[config.mk]
export PLATFORM = sky130hd
export DESIGN_NAME = rrx_exec
export DESIGN_NICKNAME = d
export VERILOG_FILES = /design/src/rrx_pkg.sv /design/src/rrx_rotate.sv /design/src/rrx_exec.sv
export SDC_FILE = /design/constraint.sdc
export NUM_CORES = 1
export LEC_CHECK = 0
export ABC_CLOCK_PERIOD_IN_PS = 5900
export BUFFER_PORTS_ARGS = -buffer_cell sky130_fd_sc_hd__buf_2
export CAP_MARGIN = 20
export CORE_MARGIN = 1.5
export CORE_UTILIZATION = 45
export DETAILED_ROUTE_END_ITERATION = 8
export PLACE_DENSITY = 0.74
export SLEW_MARGIN = 20
export SYNTH_ARGS = -nofsm -noshare
export SYNTH_HDL_FRONTEND = slang
export SYNTH_HIERARCHICAL = 1
export SYNTH_SLANG_ARGS = --single-unit
[constraint.sdc]
create_clock -name clk_sys -period 5.9 [get_ports clk_sys]
set_clock_uncertainty 0.05 [all_clocks]
set_input_delay 0 -clock clk_sys [delete_from_list [all_inputs] [get_ports clk_sys]]
set_output_delay 0 -clock clk_sys [all_outputs]
set_load 0.02 [all_outputs]
[src/rrx_pkg.sv]
// shared constants for the return / rotate execution block
package rrx_pkg;
   localparam int DATA_W = 8;
   localparam int PC_W = 21;
   localparam int INSN_W = 16;
   localparam int BANK_W = 4;
   localparam int FADDR_W = 12;
   // return opcode with option bit masked off
   localparam logic [15:0] RET_MASK = 16'hfffe;
   localparam logic [15:0] RET_CODE = 16'h0012;
   // rotate-left-through-carry opcode upper six bits
   localparam logic [5:0] ROT_CODE = 6'h0d;
   localparam int ROT_OP_MSB = 15;
   localparam int ROT_OP_LSB = 10;
   localparam int BIT_D = 9;
   localparam int BIT_A = 8;
   localparam int BIT_S = 0;
   // literal offset window limit for indexed addressing
   localparam logic [7:0] INDEX_LIMIT = 8'h5f;
   // access bank: offsets 00-5f in bank 0, offsets 60-ff in bank f
   localparam logic [7:0] ACCESS_SPLIT = 8'h60;
   localparam logic [3:0] ACCESS_HI_BANK = 4'hf;
   localparam logic [3:0] ACCESS_LO_BANK = 4'h0;
   // status bit positions
   localparam int FLAG_C = 0;
   localparam int FLAG_Z = 2;
   localparam int FLAG_N = 4;
   // first and last q phase of an instruction cycle
   localparam logic [1:0] Q_LAST = 2'h3;
   localparam logic [1:0] Q_FIRST = 2'h0;
endpackage

[src/rrx_rotate.sv]
// rotate-left-through-carry datapath with flag results
`timescale 1ns/1ps
module rrx_rotate
#(
   parameter int W = 8
)
(
   // operand
   input wire logic [W-1:0] operand,
   input wire logic carry_in,
   // result
   output logic [W-1:0] result,
   output logic carry_out,
   output logic neg_out,
   output logic zero_out
);
   // msb goes to carry, old carry enters bit 0
   always_comb
   begin
      result = {operand[W-2:0], carry_in};
      carry_out = operand[W-1];
      neg_out = result[W-1];
      zero_out = (result == '0);
   end
endmodule

[src/rrx_exec.sv]
// execution of subroutine return and rotate-left-through-carry
// What this block does
// - return pops stack top into program counter
// - option one restores accumulator, flags, bank pointer
// - option zero leaves those three registers alone
// - return never touches pc upper/high latches
// - rotate left; bit7 to carry, carry to bit0
// - d zero writes accumulator, file unchanged
// - d one writes result back to file
// - a zero selects fixed access bank
// - a one uses bank pointer for bank
// - extended set, a zero, f<=95 indexes
`timescale 1ns/1ps
module rrx_exec
(
   // clock and reset
   input wire logic clk_sys,
   input wire logic rstn,
   // instruction from decode, held for one clock and captured in idle
   input wire logic insn_valid,
   input wire logic [15:0] insn,
   input wire logic ext_set_en,
   // return stack
   input wire logic [20:0] stack_top_value,
   output logic stack_pop,
   // banked data memory
   output logic [11:0] file_addr,
   output logic file_rd,
   input wire logic [7:0] file_rdata,
   output logic file_wr,
   output logic [7:0] file_wdata,
   // indexed literal offset base pointer
   input wire logic [11:0] index_base,
   // shadow registers
   input wire logic [7:0] shadow_accumulator,
   input wire logic [7:0] shadow_flags,
   input wire logic [3:0] shadow_bank_pointer,
   // architectural state
   output logic [20:0] pc,
   output logic [7:0] accumulator,
   output logic [7:0] flags,
   output logic [3:0] bank_pointer,
   output logic [7:0] pc_upper_latch,
   output logic [7:0] pc_high_latch,
   // fetch control
   output logic flush,
   output logic busy
);
   typedef enum logic [1:0] {S_IDLE, S_RET, S_NOP, S_ROT} state_t;

   state_t state_reg, state_next;
   logic [1:0] q_reg, q_next;
   logic [15:0] op_reg, op_next;
   logic [20:0] pc_reg, pc_next;
   logic [7:0] acc_reg, acc_next;
   logic [7:0] flags_reg, flags_next;
   logic [3:0] bank_reg, bank_next;
   logic [7:0] wdata_reg, wdata_next;
   logic wr_reg, wr_next;
   logic [11:0] addr_comb;
   logic is_ret, is_rot;
   logic [7:0] rot_res;
   logic rot_c, rot_n, rot_z;
   logic [7:0] faddr8;

   assign is_ret = insn_valid && ((insn & rrx_pkg::RET_MASK) == rrx_pkg::RET_CODE);
   assign is_rot = insn_valid
      && (insn[rrx_pkg::ROT_OP_MSB:rrx_pkg::ROT_OP_LSB] == rrx_pkg::ROT_CODE);
   assign faddr8 = op_reg[7:0];

   rrx_rotate #(.W(rrx_pkg::DATA_W)) u_rot
   (
      .operand(file_rdata),
      .carry_in(flags_reg[rrx_pkg::FLAG_C]),
      .result(rot_res),
      .carry_out(rot_c),
      .neg_out(rot_n),
      .zero_out(rot_z)
   );

   // operand address: access bank, indexed window, or banked file
   always_comb
   begin
      if (!op_reg[rrx_pkg::BIT_A])
      begin
         if (ext_set_en && faddr8 <= rrx_pkg::INDEX_LIMIT)
            addr_comb = index_base + {4'h0, faddr8};
         else if (faddr8 < rrx_pkg::ACCESS_SPLIT)
            addr_comb = {rrx_pkg::ACCESS_LO_BANK, faddr8};
         else
            addr_comb = {rrx_pkg::ACCESS_HI_BANK, faddr8};
      end
      else
         addr_comb = {bank_reg, faddr8};
   end

   // sequencer: four q phases per instruction cycle
   always_comb
   begin
      state_next = state_reg;
      q_next = q_reg + 2'h1;
      op_next = op_reg;
      pc_next = pc_reg;
      acc_next = acc_reg;
      flags_next = flags_reg;
      bank_next = bank_reg;
      wdata_next = wdata_reg;
      wr_next = 1'b0;
      case (state_reg)
         S_IDLE:
         begin
            q_next = rrx_pkg::Q_FIRST;
            if (is_ret || is_rot)
            begin
               op_next = insn;
               q_next = 2'h1;
               state_next = is_ret ? S_RET : S_ROT;
            end
         end
         S_RET:
         begin
            if (q_reg == rrx_pkg::Q_LAST)
            begin
               pc_next = stack_top_value;
               if (op_reg[rrx_pkg::BIT_S])
               begin
                  acc_next = shadow_accumulator;
                  flags_next = shadow_flags;
                  bank_next = shadow_bank_pointer;
               end
               state_next = S_NOP;
            end
         end
         S_NOP:
         begin
            if (q_reg == rrx_pkg::Q_LAST)
               state_next = S_IDLE;
         end
         S_ROT:
         begin
            // data is sampled in the last phase; accumulator written at its edge, file one edge later
            if (q_reg == rrx_pkg::Q_LAST)
            begin
               flags_next[rrx_pkg::FLAG_C] = rot_c;
               flags_next[rrx_pkg::FLAG_N] = rot_n;
               flags_next[rrx_pkg::FLAG_Z] = rot_z;
               if (op_reg[rrx_pkg::BIT_D])
               begin
                  wdata_next = rot_res;
                  wr_next = 1'b1;
               end
               else
                  acc_next = rot_res;
               state_next = S_IDLE;
            end
         end
         default:
            state_next = S_IDLE;
      endcase
   end

   // state registers
   always_ff @(posedge clk_sys or negedge rstn)
   begin
      if (!rstn)
      begin
         state_reg <= S_IDLE;
         q_reg <= 2'h0;
         op_reg <= 16'h0000;
         pc_reg <= 21'h000000;
         acc_reg <= 8'h00;
         flags_reg <= 8'h00;
         bank_reg <= 4'h0;
         wdata_reg <= 8'h00;
         wr_reg <= 1'b0;
      end
      else
      begin
         state_reg <= state_next;
         q_reg <= q_next;
         op_reg <= op_next;
         pc_reg <= pc_next;
         acc_reg <= acc_next;
         flags_reg <= flags_next;
         bank_reg <= bank_next;
         wdata_reg <= wdata_next;
         wr_reg <= wr_next;
      end
   end

   // outputs; latches exist but this block never writes them
   assign pc = pc_reg;
   assign accumulator = acc_reg;
   assign flags = flags_reg;
   assign bank_pointer = bank_reg;
   assign pc_upper_latch = 8'h00;
   assign pc_high_latch = 8'h00;
   assign file_addr = addr_comb;
   assign file_rd = (state_reg == S_ROT);
   assign file_wr = wr_reg;
   assign file_wdata = wdata_reg;
   assign stack_pop = (state_reg == S_RET) && (q_reg == rrx_pkg::Q_LAST);
   assign flush = (state_reg == S_NOP);
   assign busy = (state_reg != S_IDLE);
endmodule

==> run summary, run 1 <==
Family with the most delay on the worst path = simple AND/OR/NAND/NOR gates
Final worst path period need = 2740 ps
TritonCTS Buffers = 9
Hpwl dp = 6.18 mm
Outcome = completed
Total power = 1.71 mW
Max clock buf depth = 2
Initial DRC count = 165
CTS tree = yes
Int Power = 1.06 mW
Yosys reg bits = 64
Fin. Hold Viols = 0
Share of layout cells above drive strength 1 = 34.5%
Unrepaired setup endpoints after global routing = false
Sequential area share after synthesis = 47.1%
WL final = 9.08 mm
Post-route antenna net violation count = 0
GPL Wtd Cong = 0.946
Slowest-stage cell, CP = dfrtp_1
Die area = 0.00808 sq mm
Pre-antenna DRT Iters = 4
Slew Viols, Final = 0
Worst skew pair latency = 330 ps
Setup-failing EPs final = 0
Reg clk slew, reported paths = 70 ps
Synth warnings = 6
Placed inst area = 0.00408 sq mm
Drt via density = 4.92
Worst slack at placement = 3340 ps
CP endpoint kind = output port
Port bufs = 146
Chip width = 89.9 um
F_max = 365 MHz
Finished Cell Area = 0.00496 sq mm
Initial antenna violation count = 0
Post-synth EDFFs = 0
Top post-synthesis cells by count = nand2_1, dfrtp_1, buf_4
Clock sinks = 64
Critical path fanouts, max = 6
Layout Utilization = 68.0%
Root buffer cell = clkbuf_8
Global-route wire length before repair = 15.1 mm
Initial Util = 46.6%
FP Rows = 31
Setup TNS Final = 0 ps
Grt ovf = 0
Sequential power share = 37.3%
Cts repair resizes = 0
Antenna cells = 0
Hold buffers post-CTS = 65
Slew HR = 47.7%
Core area = 0.00729 sq mm
Postcts setup bufs = 0
DRC violations left = 0
Async SR Flop Fraction = 100%
Post-Synthesis Cells = 355
Main flop type after synthesis = dfrtp_1
Max-cap check violation count = 0
Mapped cell area = 0.00340 sq mm
Worst Path Required = 5850 ps
Largest register FFs = 21
WP data arrival = 2690 ps
GR Util All Layers = 23.1%
Top cell type's share of synthesized area = 47.1%
Setup CP Type = register to output port
Worst Path Buf+Inv = 2
Gate power share = 37.8%
Syn Area/Cell = 9.58 sq um
Die height = 89.9 um
Max incr delay on CP = 460 ps
Leak = 2.50 nW
P per Cell Area = 344 mW/mm^2
Crit-path cells = ha_1 > inv_1 > fa_1 > nor2b_1 > o31a_1 > o21ai_0 > or3_1 > nand3_1 > buf_2
Ports = 163
Post-placement cell count = 581
Filler cells = 576
Worst slew pin tran = 784 ps
Hold_ws = 100 ps
WL per Instance = 13.7 um
Layout Cells excl Fill = 662
Dominant cell type by area after synthesis = dfrtp_1
Vias in the first global route = 3306
P_sw = 645 uW
Area contributors post-synth = dfrtp_1, nand2_1, mux2_2, buf_4, ha_1
Vias = 3255
H-tree depth = 3
Critical Path Source Type = register
Sw Share = 37.8%
Clk pwr share = 24.9%
Final worst-path cycle share = 46.5%
Nets = 649
Area grow syn2layout = 45.9%
VDD IR max = 0.283 mV
Class of the worst hold path = input port to register
Setup WS post-layout = 3160 ps
Top-count cell post-synth = nand2_1
Synth unique cells = 50
Maximum number of pins on one net before global-route repair = 65
[tightest hold or removal path: cells and delay by family]
family / cells / cell delay [ps]
AO/OA/AOI/OAI: 2 / 150
multiplexers: 1 / 70
buffers and inverters: 1 / 70
AND/OR/NAND/NOR: 1 / 130
[kinds of logic (layout without fill, tap and decap cells)]
group	Yosys count	after routing	synth area share, %
AND/OR/NAND/NOR	146	146	18.8
multiplexers	28	28	9.64
other	1	16	0.110
flip-flops	64	64	47.1
adder cells (fa/ha/maj)	10	10	3.90
buffers and inverters	46	239	8.32
XOR/XNOR	4	4	1.03
AO/OA/AOI/OAI	56	56	11.0
[final cells by class]
type	instances	area (sq um)	share of cell area, %
repair buffers	213	1400	28.2
inverters	10	37.5	0.757
well taps	99	124	2.50
clock buffers	10	138	2.77
clock inverters	6	91.3	1.84
multi-input cells	260	1570	31.7
flip-flops and latches	64	1600	32.3
[power groups by stage]
| stage | clock (mW) | sequential, mW | combinational (mW) |
|---|---|---|---|
| 6_report | 0.425 | 0.637 | 0.647 |
| 5_1_grt | 0.455 | 0.654 | 0.706 |
| 4_1_cts | 0.435 | 0.636 | 0.643 |
| 3_5_place_dp | 0 | 0.640 | 0.599 |
| 3_3_place_gp | 0 | 0.637 | 0.586 |
| 2_1_floorplan | 0 | 0.744 | 0.290 |
[cells in the final DEF, fill, tap and decap left out, drive strengths merged, types with 5 or more instances in the layout]
cell           n
dlygate4sd3   65
ha             9
inv           11
clkbuf        10
a21oi          5
a22oi          5
a211oi         5
buf          148
conb          16
a31oi          8
dfrtp         64
o21ai         17
nand3          9
nand2         99
nor2          14
mux2          26
[layer usage]
metal	GRT usage (%)	share of wire (%)	vias to the layer above	wire length (um)
li1	-	-	1578	-
met1	26.2	41	1534	3730
met2	42.0	52	124	4750
met3	3.38	4.1	19	372
met4	12.0	2.5	0	230
met5	0	0	-	0
[worst paths after layout]
kind / depth (start not counted) / start / to / slack (ps)
min: 5 / insn[11] / state_reg[1] / 100
max reg2reg: 7 / q_reg[0] / bank_pointer[2] / 3330
min in group asynchronous: 3 / rstn / accumulator[6] / 330
max: 9 / op_reg[0] / file_addr[10] / 3160
min reg2reg: 2 / pc[18] / pc[18] / 420
max in group asynchronous: 3 / rstn / pc[2] / 4960
No activity file was read; power rests on OpenSTA's default activity.
==> inputs of run 2 (changes only) <==
--- a/config.mk
+++ b/config.mk
@@ -5,13 +5,14 @@
 export SDC_FILE = /design/constraint.sdc
 export NUM_CORES = 1
 export LEC_CHECK = 0
-export ABC_CLOCK_PERIOD_IN_PS = 5900
+export ABC_AREA = 1
+export ABC_CLOCK_PERIOD_IN_PS = 2200
 export BUFFER_PORTS_ARGS = -buffer_cell sky130_fd_sc_hd__buf_2
 export CAP_MARGIN = 20
 export CORE_MARGIN = 1.5
-export CORE_UTILIZATION = 45
+export CORE_UTILIZATION = 43
 export DETAILED_ROUTE_END_ITERATION = 8
-export PLACE_DENSITY = 0.74
+export PLACE_DENSITY = 0.73
 export SLEW_MARGIN = 20
 export SYNTH_ARGS = -nofsm -noshare
 export SYNTH_HDL_FRONTEND = slang
==> constraint.sdc (replaced) <==
create_clock -name clk_sys -period 2.2 [get_ports clk_sys]
set_clock_uncertainty 0.05 [all_clocks]
set_input_delay 0 -clock clk_sys [delete_from_list [all_inputs] [get_ports clk_sys]]
set_output_delay 0 -clock clk_sys [all_outputs]
set_load 0.02 [all_outputs]
==> run summary, run 2 <==
Critical path fanouts, max = 15 (+9)
Maximum number of pins on one net before global-route repair = 34 (-48%)
Sequential area share after synthesis = 44.5% (-2.6 points)
Main combinational cell family by area after synthesis = simple AND/OR/NAND/NOR gates
Gate power share = 41.7% (+3.9 points)
Hpwl dp = 6.68 mm (+8.2%)
Slew Viols, Final = 0 (unchanged)
Async SR Flop Fraction = 100% (unchanged)
Vias = 3651 (+12%)
Share of layout cells above drive strength 1 = 32.3% (-2.2 points)
GPL Wtd Cong = 0.880 (-7.0%)
GR Util All Layers = 22.7% (-0.46 points)
Area contributors post-synth = dfrtp_1, nand2_1, buf_4, mux2_2, nand3_1
Clk pwr share = 20.0% (-4.9 points)
Top post-synthesis cells by count = nand2_1, dfrtp_1, nor2_1
Die height = 94.5 um (+5.1%)
Area grow syn2layout = 44.7%
Top-count cell post-synth = nand2_1
Nets = 752 (+16%)
Initial Util = 44.0% (-2.6 points)
Worst slew pin tran = 768 ps (-15.7 ps)
WL per Instance = 12.9 um (-5.8%)
Int Power = 2.58 mW (+140%)
Area of the multi-input gates = 0.00168 sq mm (+6.9%)
Initial DRC count = 202 (+22%)
Mapped cell area = 0.00360 sq mm (+5.8%)
Adder-Cell Fraction of Synth Area = 3.69% (-0.21 points)
Slowest-stage cell, CP = dlygate4sd3_1
Root buffer cell = clkbuf_8
Die area = 0.00892 sq mm (+10%)
Simple-Gate Fraction of Synth Area = 29.0% (+10 points)
Syn Area/Cell = 8.01 sq um (-16%)
Max incr delay on CP = 590 ps (+130 ps)
Fin. Hold Viols = 0 (unchanged)
Compound-Gate Fraction of Synth Area = 5.60% (-5.4 points)
Reg area = 0.00160 sq mm (unchanged)
Pre-antenna DRT Iters = 4 (unchanged)
Drt via density = 4.74 (-3.7%)
Yosys reg bits = 64 (unchanged)
WP data arrival = 2380 ps (-310 ps)
Worst slack at placement = 337 ps (-3010 ps)
Antenna cells = 0 (unchanged)
Main flop type after synthesis = dfrtp_1
Synth warnings = 6 (unchanged)
Family with the most delay on the worst path = buffers and inverters
Final worst path period need = 2160 ps
Synth Area in XOR/XNOR = 0.487% (-0.54 points)
Class of the worst hold path = input port to register
Filler cells = 661 (+15%)
VDD IR max = 0.595 mV (+110%)
Post-Synthesis Cells = 449 (+26%)
Slew HR = 48.8% (+1.0 points)
Leak = 2.78 nW (+11%)
Unrepaired setup endpoints after global routing = true
Setup WS post-layout = 43.3 ps (-3110 ps)
Port bufs = 146 (unchanged)
CP endpoint kind = register
Most common cell after layout, fill and taps aside = nand2_1
Post-route antenna net violation count = 0 (unchanged)
H-tree depth = 3 (unchanged)
Core area = 0.00818 sq mm (+12%)
Global-route wire length before repair = 15.8 mm (+4.1%)
TritonCTS Buffers = 9 (unchanged)
Worst skew pair latency = 330 ps (about the same)
Ports = 163 (unchanged)
Outcome = completed
Setup-failing EPs final = 0 (unchanged)
Reg clk slew, reported paths = 70 ps (about the same)
P per Cell Area = 839 mW/mm^2 (+140%)
Worst Path Required = 2420 ps (-3430 ps)
Top cell type's share of synthesized area = 44.5% (-2.6 points)
WL final = 9.96 mm (+9.7%)
CTS tree = yes
Clock sinks = 64 (unchanged)
Vias in the first global route = 3502 (+5.9%)
Largest register FFs = 21 (unchanged)
Hold_ws = 77.4 ps (-22.9 ps)
Grt ovf = 0 (unchanged)
Initial antenna violation count = 0 (unchanged)
Setup CP Type = register to register
FP Rows = 33 (+6.5%)
Post-synth EDFFs = 0 (unchanged)
Most frequent cells in the layout = nand2_1, buf_2, dlygate4sd3_1
Worst Path Buf+Inv = 1 (-1)
Sw Share = 40.9% (+3.1 points)
Sequential power share = 38.4% (+1.1 points)
F_max = 464 MHz
Max-cap check violation count = 0 (unchanged)
Post-synthesis mux area share = 5.60% (-4.0 points)
P_sw = 1.78 mW (+180%)
Crit-path cells = ha_2 > nand2_2 > a21oi_4 > and2_4 > nor2_1 > a31oi_1 > dlygate4sd3_1
Critical Path Source Type = register
DRC violations left = 0 (unchanged)
Chip width = 94.5 um (+5.1%)
Final worst-path cycle share = 98.0%
Max clock buf depth = 2 (unchanged)
Dominant cell type by area after synthesis = dfrtp_1
Synth unique cells = 34 (-32%)
## run 2: cell count changes after synthesis, sizes merged, moves of 6 or more
| cell | before | now |
|---|---|---|
| nand3 | 9 | 32 |
| inv | 10 | 32 |
| nand2 | 99 | 167 |
| nand4 | 1 | 7 |
| o21ai | 17 | 9 |
| nor2 | 14 | 40 |
| mux2 | 26 | 17 |
## run 2: per-layer routing
layer | track usage, % | routed length, um | part of all wire, % | up-vias
met2 | 38.8 | 5000 | 50 | 131
met3 | 4.99 | 618 | 6.2 | 24
li1 | - | - | - | 1826
met5 | 0 | 0 | 0 | -
met4 | 10.6 | 270 | 2.7 | 0
met1 | 27.0 | 4070 | 41 | 1670
## run 2: path summary, 6_finish.rpt
kind / start / endpoint / slack (ps) / depth (start not counted)
min in group asynchronous: rstn / accumulator[2] / 250 / 2
max in group asynchronous: rstn / pc[7] / 1200 / 3
max: q_reg[0] / accumulator[1] / 40 / 7
min: insn[14] / state_reg[1] / 80 / 5
max reg2reg: q_reg[0] / accumulator[1] / 40 / 7
min reg2reg: pc[15] / pc[15] / 420 / 2
## run 2: cells by family (layout without fill, tap and decap cells)
kind of cell    Yosys count  count (layout)
compound gates           31              31
mux                      18              18
buf+inv                  70             272
other cells               1              16
flops                    64              64
xor+xnor                  2               2
fa+ha+maj                10              10
simple gates            253             253
## run 2: layout make-up
cell class | count | area share, %
Multi-Input combinational cell | 330 | 32.3
Sequential cell | 64 | 30.8
Timing Repair Buffer | 224 | 28.8
Tap cell | 105 | 2.52
Clock buffer | 9 | 2.38
Inverter | 32 | 2.38
Clock inverter | 7 | 0.913
## run 2: power by group through the flow
stage	Clock, mW	Sequential, mW	Combinational, mW
5_1_grt	0.945	1.71	2.00
4_1_cts	0.886	1.66	1.77
2_1_floorplan	0	1.96	0.786
6_report	0.872	1.67	1.82
3_5_place_dp	0	1.67	1.64
3_3_place_gp	0	1.68	1.60
## run 2: repair_timing
item | 4_1_cts | 5_1_grt
setup buffers | 0 | 7
pin swaps | 0 | 2
hold endpoints to repair | 90 | 0
gates resized for setup | 2 | 9
endpoints found under the setup margin | 1 | 12
hold buffers | 66 | 0
## run 2: worst reg2reg max path, cell delays in order, from the launching register on
cell and delay (ps):
dfrtp_1 360, ha_2 270, nand2_2 110, a21oi_4 210, and2_4 280, nor2_1 70
a31oi_1 170, dlygate4sd3_1 590
## run 2: through the flow
stage | utilization, % | area [sq um] | std cells | power (mW) | setup TNS [ps]
3_3_place_gp | 52.5 | 4290 | 682 | 3.27 | 0
5_1_grt | 63.7 | 5200 | 771 | 4.66 | -86.0
4_1_cts | 62.7 | 5130 | 764 | 4.33 | 0
2_1_floorplan | - | 3650 | 464 | 2.75 | 0
6_report | 63.7 | 5200 | 771 | 4.37 | 0
3_5_place_dp | 52.5 | 4290 | 682 | 3.31 | 0
